<file path="src/hw/pat_pkg.sv">
/*
 * shared constants, state encoding and the entry address former
 * of the paging address translator.
 * assumes a 32-bit register port and 64-bit table entry reads.
 */
package pat_pkg;
	// ----------------------------------------
	// widths
	// ----------------------------------------
	localparam int LA_W = 48;
	localparam int PA_W = 52;
	localparam int ENT_W = 64;
	localparam int RA_W = 8;
	localparam int DW = 32;
	localparam int PAGE_SH = 12;
	localparam int LG_IDX_W = 10;
	localparam int LM_IDX_W = 9;
	localparam logic [1:0] LG_TOP = 2'h1;
	localparam logic [1:0] LM_TOP = 2'h3;
	localparam logic [2:0] LG_READS = 3'h2;
	localparam logic [2:0] LM_READS = 3'h4;
	// ----------------------------------------
	// register offsets and bits
	// ----------------------------------------
	localparam logic [RA_W-1:0] OFS_SYS_CTL = 8'h00;
	localparam logic [RA_W-1:0] OFS_ROOT_LO = 8'h04;
	localparam logic [RA_W-1:0] OFS_ROOT_HI = 8'h08;
	localparam logic [RA_W-1:0] OFS_EXT_FEAT = 8'h0C;
	localparam logic [RA_W-1:0] OFS_FLA_LO = 8'h10;
	localparam logic [RA_W-1:0] OFS_FLA_HI = 8'h14;
	localparam logic [RA_W-1:0] OFS_IRQ_STS = 8'h18;
	localparam logic [RA_W-1:0] OFS_IRQ_MSK = 8'h1C;
	localparam int PE_BIT = 0;
	localparam int PG_BIT = 31;
	localparam int LME_BIT = 8;
	localparam int LMA_BIT = 10;
	localparam int IRQ_DONE = 0;
	localparam int IRQ_FAULT = 1;
	localparam int ENT_P = 0;
	localparam int ENT_RW = 1;
	localparam int ENT_US = 2;
	localparam logic [63:0] ROOT_RST = 64'h0;
	typedef enum logic [2:0] {
		ST_IDLE = 3'h1,
		ST_ISSUE = 3'h2,
		ST_WAIT = 3'h4
	} pat_state_type;

	// address of the entry selected by la at level lvl below base
	function automatic logic [PA_W-1:0] pat_entry_addr(
		input logic [PA_W-1:0] base,
		input logic [LA_W-1:0] la,
		input logic [1:0] lvl,
		input logic lm);
		logic [PA_W-1:0] a;
		a = '0;
		if (lm) begin
			a = {base[PA_W-1:PAGE_SH],
				la[PAGE_SH + LM_IDX_W*lvl +: LM_IDX_W], 3'h0};
		end else begin
			a = {base[PA_W-1:PAGE_SH],
				la[PAGE_SH + LG_IDX_W*lvl +: LG_IDX_W], 2'h0};
		end
		return a;
	endfunction
endpackage

</file>
<file path="src/hw/pat_ctl_if.sv">
/*
 * control and event signals between register bank and walker.
 * assumes both ends run on the one core clock.
 */
`timescale 1ns/1ns
interface pat_ctl_if import pat_pkg::*; ();
	logic pe;
	logic pg;
	logic long_mode_enable;
	logic long_mode_active;
	logic [63:0] root;
	logic done_ev;
	logic fault_ev;
	logic [LA_W-1:0] fault_la;
	modport regs(output pe, pg, long_mode_enable, long_mode_active, root,
		input done_ev, fault_ev, fault_la);
	modport core(input pe, pg, long_mode_enable, long_mode_active, root,
		output done_ev, fault_ev, fault_la);
endinterface

</file>
<file path="src/hw/pat_regs.sv">
/*
 * register bank: control words, translation root, feature enable,
 * fault address capture and interrupt status and mask.
 * assumes single-cycle strobes, never both at once.
 */
`timescale 1ns/1ns
module pat_regs import pat_pkg::*; (
	input wire logic clk,
	input wire logic rst_n,
	input wire logic [RA_W-1:0] addr,
	input wire logic [DW-1:0] wdata,
	input wire logic wr,
	input wire logic rd,
	output logic [DW-1:0] rdata,
	output logic irq,
	pat_ctl_if.regs ctl
);
	logic pe_q, pg_q, lme_q;
	logic [63:0] root_q;
	logic [LA_W-1:0] fla_q;
	logic [1:0] sts_q, msk_q, ev;
	logic [DW-1:0] rd_val;

	// ----------------------------------------
	// control words
	// ----------------------------------------
	always_ff @(posedge clk or negedge rst_n) begin
		if (!rst_n) begin
			pe_q <= 1'b0;
			pg_q <= 1'b0;
			lme_q <= 1'b0;
		end else if (wr && addr == OFS_SYS_CTL) begin
			pe_q <= wdata[PE_BIT];
			pg_q <= wdata[PG_BIT] & wdata[PE_BIT];
		end else if (wr && addr == OFS_EXT_FEAT && !pg_q) begin
			// (RULE_12) long mode enable bit
			// mode switch only while paging is off, never mid-walk
			lme_q <= wdata[LME_BIT];
		end
	end

	always_ff @(posedge clk or negedge rst_n) begin
		if (!rst_n) begin
			root_q <= ROOT_RST;
		end else if (wr && addr == OFS_ROOT_LO) begin
			root_q[31:0] <= wdata;
		end else if (wr && addr == OFS_ROOT_HI) begin
			root_q[63:32] <= wdata;
		end
	end

	// ----------------------------------------
	// events, set wins over write-one clear
	// ----------------------------------------
	assign ev = {ctl.fault_ev, ctl.done_ev};

	always_ff @(posedge clk or negedge rst_n) begin
		if (!rst_n) begin
			sts_q <= 2'h0;
			msk_q <= 2'h0;
			fla_q <= '0;
		end else begin
			if (wr && addr == OFS_IRQ_STS) begin
				sts_q <= (sts_q & ~wdata[1:0]) | ev;
			end else begin
				sts_q <= sts_q | ev;
			end
			if (wr && addr == OFS_IRQ_MSK) begin
				msk_q <= wdata[1:0];
			end
			if (ctl.fault_ev) begin
				fla_q <= ctl.fault_la;
			end
		end
	end

	always_comb begin
		rd_val = '0;
		if (addr == OFS_SYS_CTL) begin
			rd_val[PE_BIT] = pe_q;
			rd_val[PG_BIT] = pg_q;
		end else if (addr == OFS_ROOT_LO) begin
			rd_val = root_q[31:0];
		end else if (addr == OFS_ROOT_HI) begin
			rd_val = root_q[63:32];
		end else if (addr == OFS_EXT_FEAT) begin
			rd_val[LME_BIT] = lme_q;
			rd_val[LMA_BIT] = ctl.long_mode_active;
		end else if (addr == OFS_FLA_LO) begin
			rd_val = fla_q[31:0];
		end else if (addr == OFS_FLA_HI) begin
			rd_val[LA_W-33:0] = fla_q[LA_W-1:32];
		end else if (addr == OFS_IRQ_STS) begin
			rd_val[1:0] = sts_q;
		end else if (addr == OFS_IRQ_MSK) begin
			rd_val[1:0] = msk_q;
		end
	end

	always_ff @(posedge clk or negedge rst_n) begin
		if (!rst_n) begin
			rdata <= '0;
		end else begin
			rdata <= rd ? rd_val : '0;
		end
	end

	assign ctl.pe = pe_q;
	assign ctl.pg = pg_q;
	assign ctl.long_mode_enable = lme_q;
	assign ctl.long_mode_active = lme_q & pg_q & pe_q;
	assign ctl.root = root_q;
	assign irq = |(sts_q & msk_q);
endmodule // pat_regs

</file>
<file path="src/hw/pat_entry.sv">
/*
 * decode of one fetched table entry: rights check, next entry
 * address and final physical address.
 * assumes entry data are valid in the cycle they are used.
 */
`timescale 1ns/1ns
module pat_entry import pat_pkg::*; (
	input wire logic [ENT_W-1:0] data,
	input wire logic lm,
	input wire logic [1:0] lvl,
	input wire logic [LA_W-1:0] la,
	input wire logic wr,
	input wire logic us,
	output logic fault,
	output logic [PA_W-1:0] next_addr,
	output logic [PA_W-1:0] paddr
);
	logic [PA_W-1:0] base;

	always_comb begin
		if (lm) begin
			base = {data[PA_W-1:PAGE_SH], 12'h0};
		end else begin
			base = {{(PA_W-32){1'b0}}, data[31:PAGE_SH], 12'h0};
		end
		fault = !data[ENT_P] | (wr & !data[ENT_RW]) |
			(us & !data[ENT_US]);
		next_addr = pat_entry_addr(base, la, 2'(lvl - 2'h1), lm);
		paddr = {base[PA_W-1:PAGE_SH], la[PAGE_SH-1:0]};
	end
endmodule // pat_entry

</file>
<file path="src/hw/pat_translator.sv">
/*
 * paging address translator top: register port, walk state
 * machine, table reads and translation result.
 * assumes memory answers each read with one valid pulse, in order.
 */
// The address map and strobed register access were chosen for this implementation.
// Overview of operation
// (RULE_01) paging off: physical address equals linear, no table reads
// (RULE_02) legacy walk starts at the translation root register base
// (RULE_03) linear address splits into directory, table and offset fields
// (RULE_04) directory entry gives table base plus rights bits
// (RULE_05) table entry gives frame base; offset appended for result
// (RULE_06) reloading root selects another hierarchy for the next walk
// (RULE_07) long mode walks four levels instead of two
// (RULE_08) long mode starts at root; top entry gives pointer table
// (RULE_09) pointer entry gives directory base; lower levels as legacy
// (RULE_10) root and control registers hold 64 bits (only the root register here; control words are single 32-bit words)
// (RULE_11) long mode translation governed by feature enable register
// (RULE_12) enable bit 8 with paging on; active flag shows at bit 10 (bit 8 is only writable here while paging is off)
// (RULE_13) not present or forbidden access aborts walk with fault
// (RULE_14) one table read at a time, strictly in order
`timescale 1ns/1ns
module pat_translator import pat_pkg::*; (
	input wire logic CLK,
	input wire logic RESET_N,
	input wire logic [RA_W-1:0] REG_ADDR,
	input wire logic [DW-1:0] REG_WDATA,
	input wire logic REG_WR,
	input wire logic REG_RD,
	output logic [DW-1:0] REG_RDATA,
	output logic IRQ,
	input wire logic XLT_REQ,
	input wire logic [LA_W-1:0] XLT_LADDR,
	input wire logic XLT_WRITE,
	input wire logic XLT_USER,
	output logic XLT_READY,
	output logic XLT_DONE,
	output logic XLT_FAULT,
	output logic [PA_W-1:0] XLT_PADDR,
	output logic MEM_RD_REQ,
	output logic [PA_W-1:0] MEM_ADDR,
	input wire logic MEM_RD_VALID,
	input wire logic [ENT_W-1:0] MEM_RD_DATA
);
	pat_ctl_if ctl ();
	pat_state_type st_q;
	logic [LA_W-1:0] la_q;
	logic wr_q, us_q, lm_q;
	logic [1:0] lvl_q;
	logic [PA_W-1:0] addr_q;
	logic [PA_W-1:0] root_base;
	logic paging_on, take, ent_fault, ent_ok;
	logic [PA_W-1:0] ent_next, ent_paddr;
	logic done_q, fault_q;
	logic [PA_W-1:0] paddr_q;

	// ----------------------------------------
	// register bank
	// ----------------------------------------
	pat_regs u_regs (
		.clk(CLK),
		.rst_n(RESET_N),
		.addr(REG_ADDR),
		.wdata(REG_WDATA),
		.wr(REG_WR),
		.rd(REG_RD),
		.rdata(REG_RDATA),
		.irq(IRQ),
		.ctl(ctl.regs)
	);

	pat_entry u_entry (
		.data(MEM_RD_DATA),
		.lm(lm_q),
		.lvl(lvl_q),
		.la(la_q),
		.wr(wr_q),
		.us(us_q),
		.fault(ent_fault),
		.next_addr(ent_next),
		.paddr(ent_paddr)
	);

	// ----------------------------------------
	// request decode
	// ----------------------------------------
	assign paging_on = ctl.pg & ctl.pe;
	assign XLT_READY = (st_q == ST_IDLE);
	assign take = XLT_REQ & XLT_READY;
	assign ent_ok = (st_q == ST_WAIT) & MEM_RD_VALID & !ent_fault;

	// (RULE_10) root base, 64-bit register in long mode
	// (RULE_11) mode chosen by long mode active, not paging alone
	always_comb begin
		if (ctl.long_mode_active) begin
			root_base = {ctl.root[PA_W-1:PAGE_SH], 12'h0};
		end else begin
			root_base = {{(PA_W-32){1'b0}},
				ctl.root[31:PAGE_SH], 12'h0};
		end
	end

	// ----------------------------------------
	// walk state machine
	// ----------------------------------------
	// (RULE_14) one read outstanding
	always_ff @(posedge CLK or negedge RESET_N) begin
		if (!RESET_N) begin
			st_q <= ST_IDLE;
		end else begin
			case (st_q)
				ST_IDLE: begin
					if (take && paging_on) begin
						st_q <= ST_ISSUE;
					end
				end
				ST_ISSUE: begin
					st_q <= ST_WAIT;
				end
				ST_WAIT: begin
					// (RULE_13) fault aborts walk
					if (MEM_RD_VALID) begin
						if (ent_fault || lvl_q == 2'h0) begin
							st_q <= ST_IDLE;
						end else begin
							st_q <= ST_ISSUE;
						end
					end
				end
				default: begin
					st_q <= ST_IDLE;
				end
			endcase
		end
	end

	// request is held for the whole walk
	always_ff @(posedge CLK or negedge RESET_N) begin
		if (!RESET_N) begin
			la_q <= '0;
			wr_q <= 1'b0;
			us_q <= 1'b0;
			lm_q <= 1'b0;
		end else if (take) begin
			la_q <= XLT_LADDR;
			wr_q <= XLT_WRITE;
			us_q <= XLT_USER;
			lm_q <= ctl.long_mode_active;
		end
	end

	// level and entry address
	always_ff @(posedge CLK or negedge RESET_N) begin
		if (!RESET_N) begin
			lvl_q <= 2'h0;
			addr_q <= '0;
		end else if (take) begin
			// (RULE_07) four levels long, two legacy
			lvl_q <= ctl.long_mode_active ? LM_TOP : LG_TOP;
			// (RULE_02) legacy starts at root
			// (RULE_08) long mode starts at root too
			// (RULE_06) root sampled per walk
			addr_q <= pat_entry_addr(root_base, XLT_LADDR,
				ctl.long_mode_active ? LM_TOP : LG_TOP, ctl.long_mode_active);
		end else if (ent_ok) begin
			// (RULE_04) entry gives next table base
			// (RULE_09) pointer entry gives directory base
			// (RULE_03) next index from linear field
			lvl_q <= 2'(lvl_q - 2'h1);
			addr_q <= ent_next;
		end
	end

	// (RULE_14) read issued only once previous entry arrived
	assign MEM_RD_REQ = (st_q == ST_ISSUE);
	assign MEM_ADDR = addr_q;

	// ----------------------------------------
	// result
	// ----------------------------------------
	always_ff @(posedge CLK or negedge RESET_N) begin
		if (!RESET_N) begin
			done_q <= 1'b0;
			fault_q <= 1'b0;
			paddr_q <= '0;
		end else begin
			done_q <= 1'b0;
			fault_q <= 1'b0;
			if (take && !paging_on) begin
				// (RULE_01) pass through untranslated
				done_q <= 1'b1;
				paddr_q <= {{(PA_W-LA_W){1'b0}}, XLT_LADDR};
			end else if (ent_ok && lvl_q == 2'h0) begin
				// (RULE_05) frame base joined with offset
				done_q <= 1'b1;
				paddr_q <= ent_paddr;
			end else if (st_q == ST_WAIT && MEM_RD_VALID) begin
				// (RULE_13) fault when not present or rights fail
				fault_q <= ent_fault;
			end
		end
	end

	assign XLT_DONE = done_q;
	assign XLT_FAULT = fault_q;
	assign XLT_PADDR = paddr_q;
	assign ctl.done_ev = done_q;
	assign ctl.fault_ev = fault_q;
	assign ctl.fault_la = la_q;

	// ----------------------------------------
	// checks
	// ----------------------------------------
	logic [2:0] rd_cnt_q;
	logic byp_q;
	logic rd_out_q;

	// reads per walk, and whether the walk was bypassed
	always_ff @(posedge CLK or negedge RESET_N) begin
		if (!RESET_N) begin
			rd_cnt_q <= 3'h0;
			byp_q <= 1'b0;
		end else if (take) begin
			rd_cnt_q <= 3'h0;
			byp_q <= !paging_on;
		end else if (MEM_RD_REQ) begin
			rd_cnt_q <= 3'(rd_cnt_q + 3'h1);
		end
	end

	// one table read in flight, from request until its answer
	always_ff @(posedge CLK or negedge RESET_N) begin
		if (!RESET_N) begin
			rd_out_q <= 1'b0;
		end else if (MEM_RD_REQ) begin
			rd_out_q <= 1'b1;
		end else if (MEM_RD_VALID) begin
			rd_out_q <= 1'b0;
		end
	end
endmodule // pat_translator

</file>
<file path="config.mk">
export PLATFORM = sky130hd
export DESIGN_NAME = pat_translator
export DESIGN_NICKNAME = d
export VERILOG_FILES = /design/src/hw/pat_pkg.sv /design/src/hw/pat_ctl_if.sv /design/src/hw/pat_regs.sv /design/src/hw/pat_entry.sv /design/src/hw/pat_translator.sv
export SDC_FILE = /design/constraint.sdc
export NUM_CORES = 1
export LEC_CHECK = 0
export BUFFER_PORTS_ARGS = -buffer_cell sky130_fd_sc_hd__buf_2
export CORE_UTILIZATION = 40
export CTS_BUF_LIST = sky130_fd_sc_hd__clkbuf_8 sky130_fd_sc_hd__clkbuf_16
export DETAILED_ROUTE_END_ITERATION = 10
export HOLD_SLACK_MARGIN = 0.02
export PLACE_DENSITY = 0.62
export SYNTH_ARGS = -nofsm -noshare
export SYNTH_HDL_FRONTEND = slang
export SYNTH_SLANG_ARGS = --single-unit
export TNS_END_PERCENT = 10
</file>
<file path="constraint.sdc">
create_clock -name CLK -period 3.7 [get_ports CLK]
set_input_delay 0.185 -clock CLK [delete_from_list [all_inputs] [get_ports CLK]]
set_output_delay 0.185 -clock CLK [all_outputs]
set_load 0.05 [all_outputs]
</file>
==> results.toml <==
[floorplan]
core_um2 = 35910
dieArea_um2 = 37550
io_pins = 301
initial_core_util = 0.4096
rows = 69
dieWidth_um = 193.8
die_h_um = 193.8

[sta]
max_freq_mhz = 362.1
setup_ws_ns = 0.9387
tns_ns = 0
min_period_ns = 2.761
fin_crit_sh = 0.7463
hold_viol = 0
rsz0062_at_grt = "no"
setup_viol = 0
worst_slew_pin_slew_ns = 1.131
drv_slew = 0
fin_skew_ns = 0.01410
maxSlewHeadroom = 0.2437

[layout]
drive_gt1_frac = 0.3114
nets = 1881
seqCellArea_um2 = 7785
final_area_um2 = 18830
fill_cells = 3229
mostFrequentLayoutCell = "dfrtp_1"
multi_input_area_um2 = 6417
fin_util = 0.5242
layout_common_cells = "dfrtp_1 (309), nand2_1 (295), buf_2 (276)"
area_delta_synth_final_pct = 27.98

[synth]
synth_area_leaders = "dfrtp_1 (53%), mux2_2 (11%), nand2_1 (7.6%)"
syn_inst = 1387
synth_area_um2 = 14710
synth-seq-area-share = 0.5291
yosysTopAreaCellShare = 0.5273
synth_largest_area_cell = "dfrtp_1"
ys_ff_latch = 311
synthArstFlopShare = 1.000
ys.flop_type = "dfrtp_1"
syn_area_per_cell_um2 = 10.61
synth_edf_count = 0
ys_types = 68
synth-warning-count = 0

[hold_path]
min_path_type = "in2reg"

[critical_path]
worst_ep_arrival_time_ns = 3.17
end_kind = "register"
worstPathRequired_ns = 4.10
start_kind = "register"
crit_type = "reg2reg"
crit_path_max_fanout = 52

[route]
dr_total_vias = 12750
routed_via_density = 5.779
dr.pass1.iters = 4
drc = 0
post_drt_wl_per_cell_um = 23.57
drtAntennaViolNets = 0
first_iter_violations = 895
totalWireLength_mm = 52.00

[pwr]
peakVddDrop_mv = 0.2888
power_density_nw_per_um2 = 448.4
power.leakage_nw = 9.097

[place]
port_buffers = 277
gp_congestion = 0.8903
hpwl_mm = 35.77
dpl_cell_area_um2 = 16560
dp_slack_ns = 0.9978

[clock_tree]
post-cts-setup-buffers = 0
ctsResizeCount = 0
clock_path_buffers = 3
cts_tree = "done"
clk_latency_ns = 0.52
clock_sinks = 311
clkTransAtPathRegs_ns = 0.06
root_buffer = "clkbuf_16"
cts_buffers = 35
htree_levels = 2

[run_status]
outcome = "finished, final reports clean"

[grt]
grtUsageTotal = 0.2768
overflow = 0
first_global_vias = 12910
grt_max_degree = 117
grt_pass1_wl_mm = 80.08
antenna_found_initial = 0

[job]
maxCapViolCount = 0
[flip-flops by register name, indices dropped and copies added, names as in the netlist]
register,count
MEM_ADDR,50
XLT_DONE,1
XLT_FAULT,1
XLT_PADDR,52
ctl.fault_la,48
lm_q,1
lvl_q,2
st_q,3
u_regs.ctl.long_mode_enable,1
u_regs.ctl.pe,1
u_regs.ctl.pg,1
u_regs.ctl.root,64
u_regs.fla_q,48
u_regs.msk_q,2
u_regs.rdata,32
u_regs.sts_q,2
us_q,1
wr_q,1
[synthesized netlist by cell type, drive strengths merged (3+ instances only)]
cell type	count
dfrtp	310
nand2	297
mux2	145
clkbuf	95
a211oi	43
o21ai	37
a21oi	34
and3	33
buf	30
nor3	28
o211ai	27
a31oi	26
and2	24
a221o	23
nor2	23
nand3	22
mux2i	20
o22ai	19
a221oi	18
a32o	18
a22oi	13
o31ai	10
o311ai	9
inv	8
nor2b	8
or4	8
mux4	6
nand2b	6
nand4	4
nor4	4
a21o	3
a2bb2oi	3
nor4b	3
o2bb2ai	3
[worst max-delay path, stage by stage, from the launching register on]
cell     delay [ns]
dfrtp_1        0.38
nor2b_1        0.19
or4_4          0.85
o21ai_4        0.51
buf_12         0.28
mux2_2         0.37
[area by class of cell]
| class | count | share of cell area |
|---|---|---|
| tap | 461 | 0.03064 |
| clock buffer | 46 | 0.05516 |
| multi-input combinational | 943 | 0.3409 |
| inverter | 9 | 0.001794 |
| antenna | 1 | 0.0001329 |
| clock inverter | 15 | 0.008574 |
| timing repair buffer | 420 | 0.1493 |
| sequential | 311 | 0.4135 |
[final timing paths]
kind	slack [ns]	to	cells after the start	startpoint
min reg2reg	0.46	u_regs.sts_q[0]	1	XLT_DONE
min in group asynchronous	0.37	MEM_ADDR[22]	2	RESET_N
max	0.94	MEM_ADDR[39]	5	wr_q
min	0.06	MEM_ADDR[35]	3	MEM_RD_DATA[35]
max reg2reg	0.94	MEM_ADDR[39]	5	wr_q
max in group asynchronous	2.35	ctl.fault_la[34]	3	RESET_N
[power by group]
part / total, W / internal [W] / switching (W)
clock network: 0.00361 / 0.00218 / 0.00143
registers: 0.00372 / 0.00357 / 0.000155
logic: 0.00111 / 0.000372 / 0.000737
[kinds of logic after synthesis]
group           after synthesis  synth area share
compound gates              303            0.1506
fa+ha+maj                     1         0.0008504
buf+inv                     134           0.04006
flops                       311            0.5291
mux                         171            0.1338
other cells                   1         0.0002549
simple gates                466            0.1454
[layer usage]
layer  routed length (um)  global-route usage  up-vias
met5                    0                   0        -
met4                 1689             0.09896        0
met3                 3582             0.04644       84
met2                24760              0.4493      556
met1                21970              0.3736     6408
li1                     -                   -     5701
[per-stage QoR]
| stage | hold slack [ns] | total power (W) | instances |
|---|---|---|---|
| after floorplan | -0.1106 | 0.004336 | 1388 |
| after global placement | 0.3478 | 0.004782 | 2038 |
| after detailed placement | 0.3482 | 0.004797 | 2038 |
| after CTS | 0.04092 | 0.008493 | 2205 |
| after global routing | 0.06123 | 0.008728 | 2205 |
| final | 0.05792 | 0.008442 | 2206 |
[what timing repair did]
action,in CTS,in global routing
hold buffers,106,0
setup endpoints to repair,0,0
endpoints found under the hold margin,298,0
No activity file was read; power rests on OpenSTA's default activity.
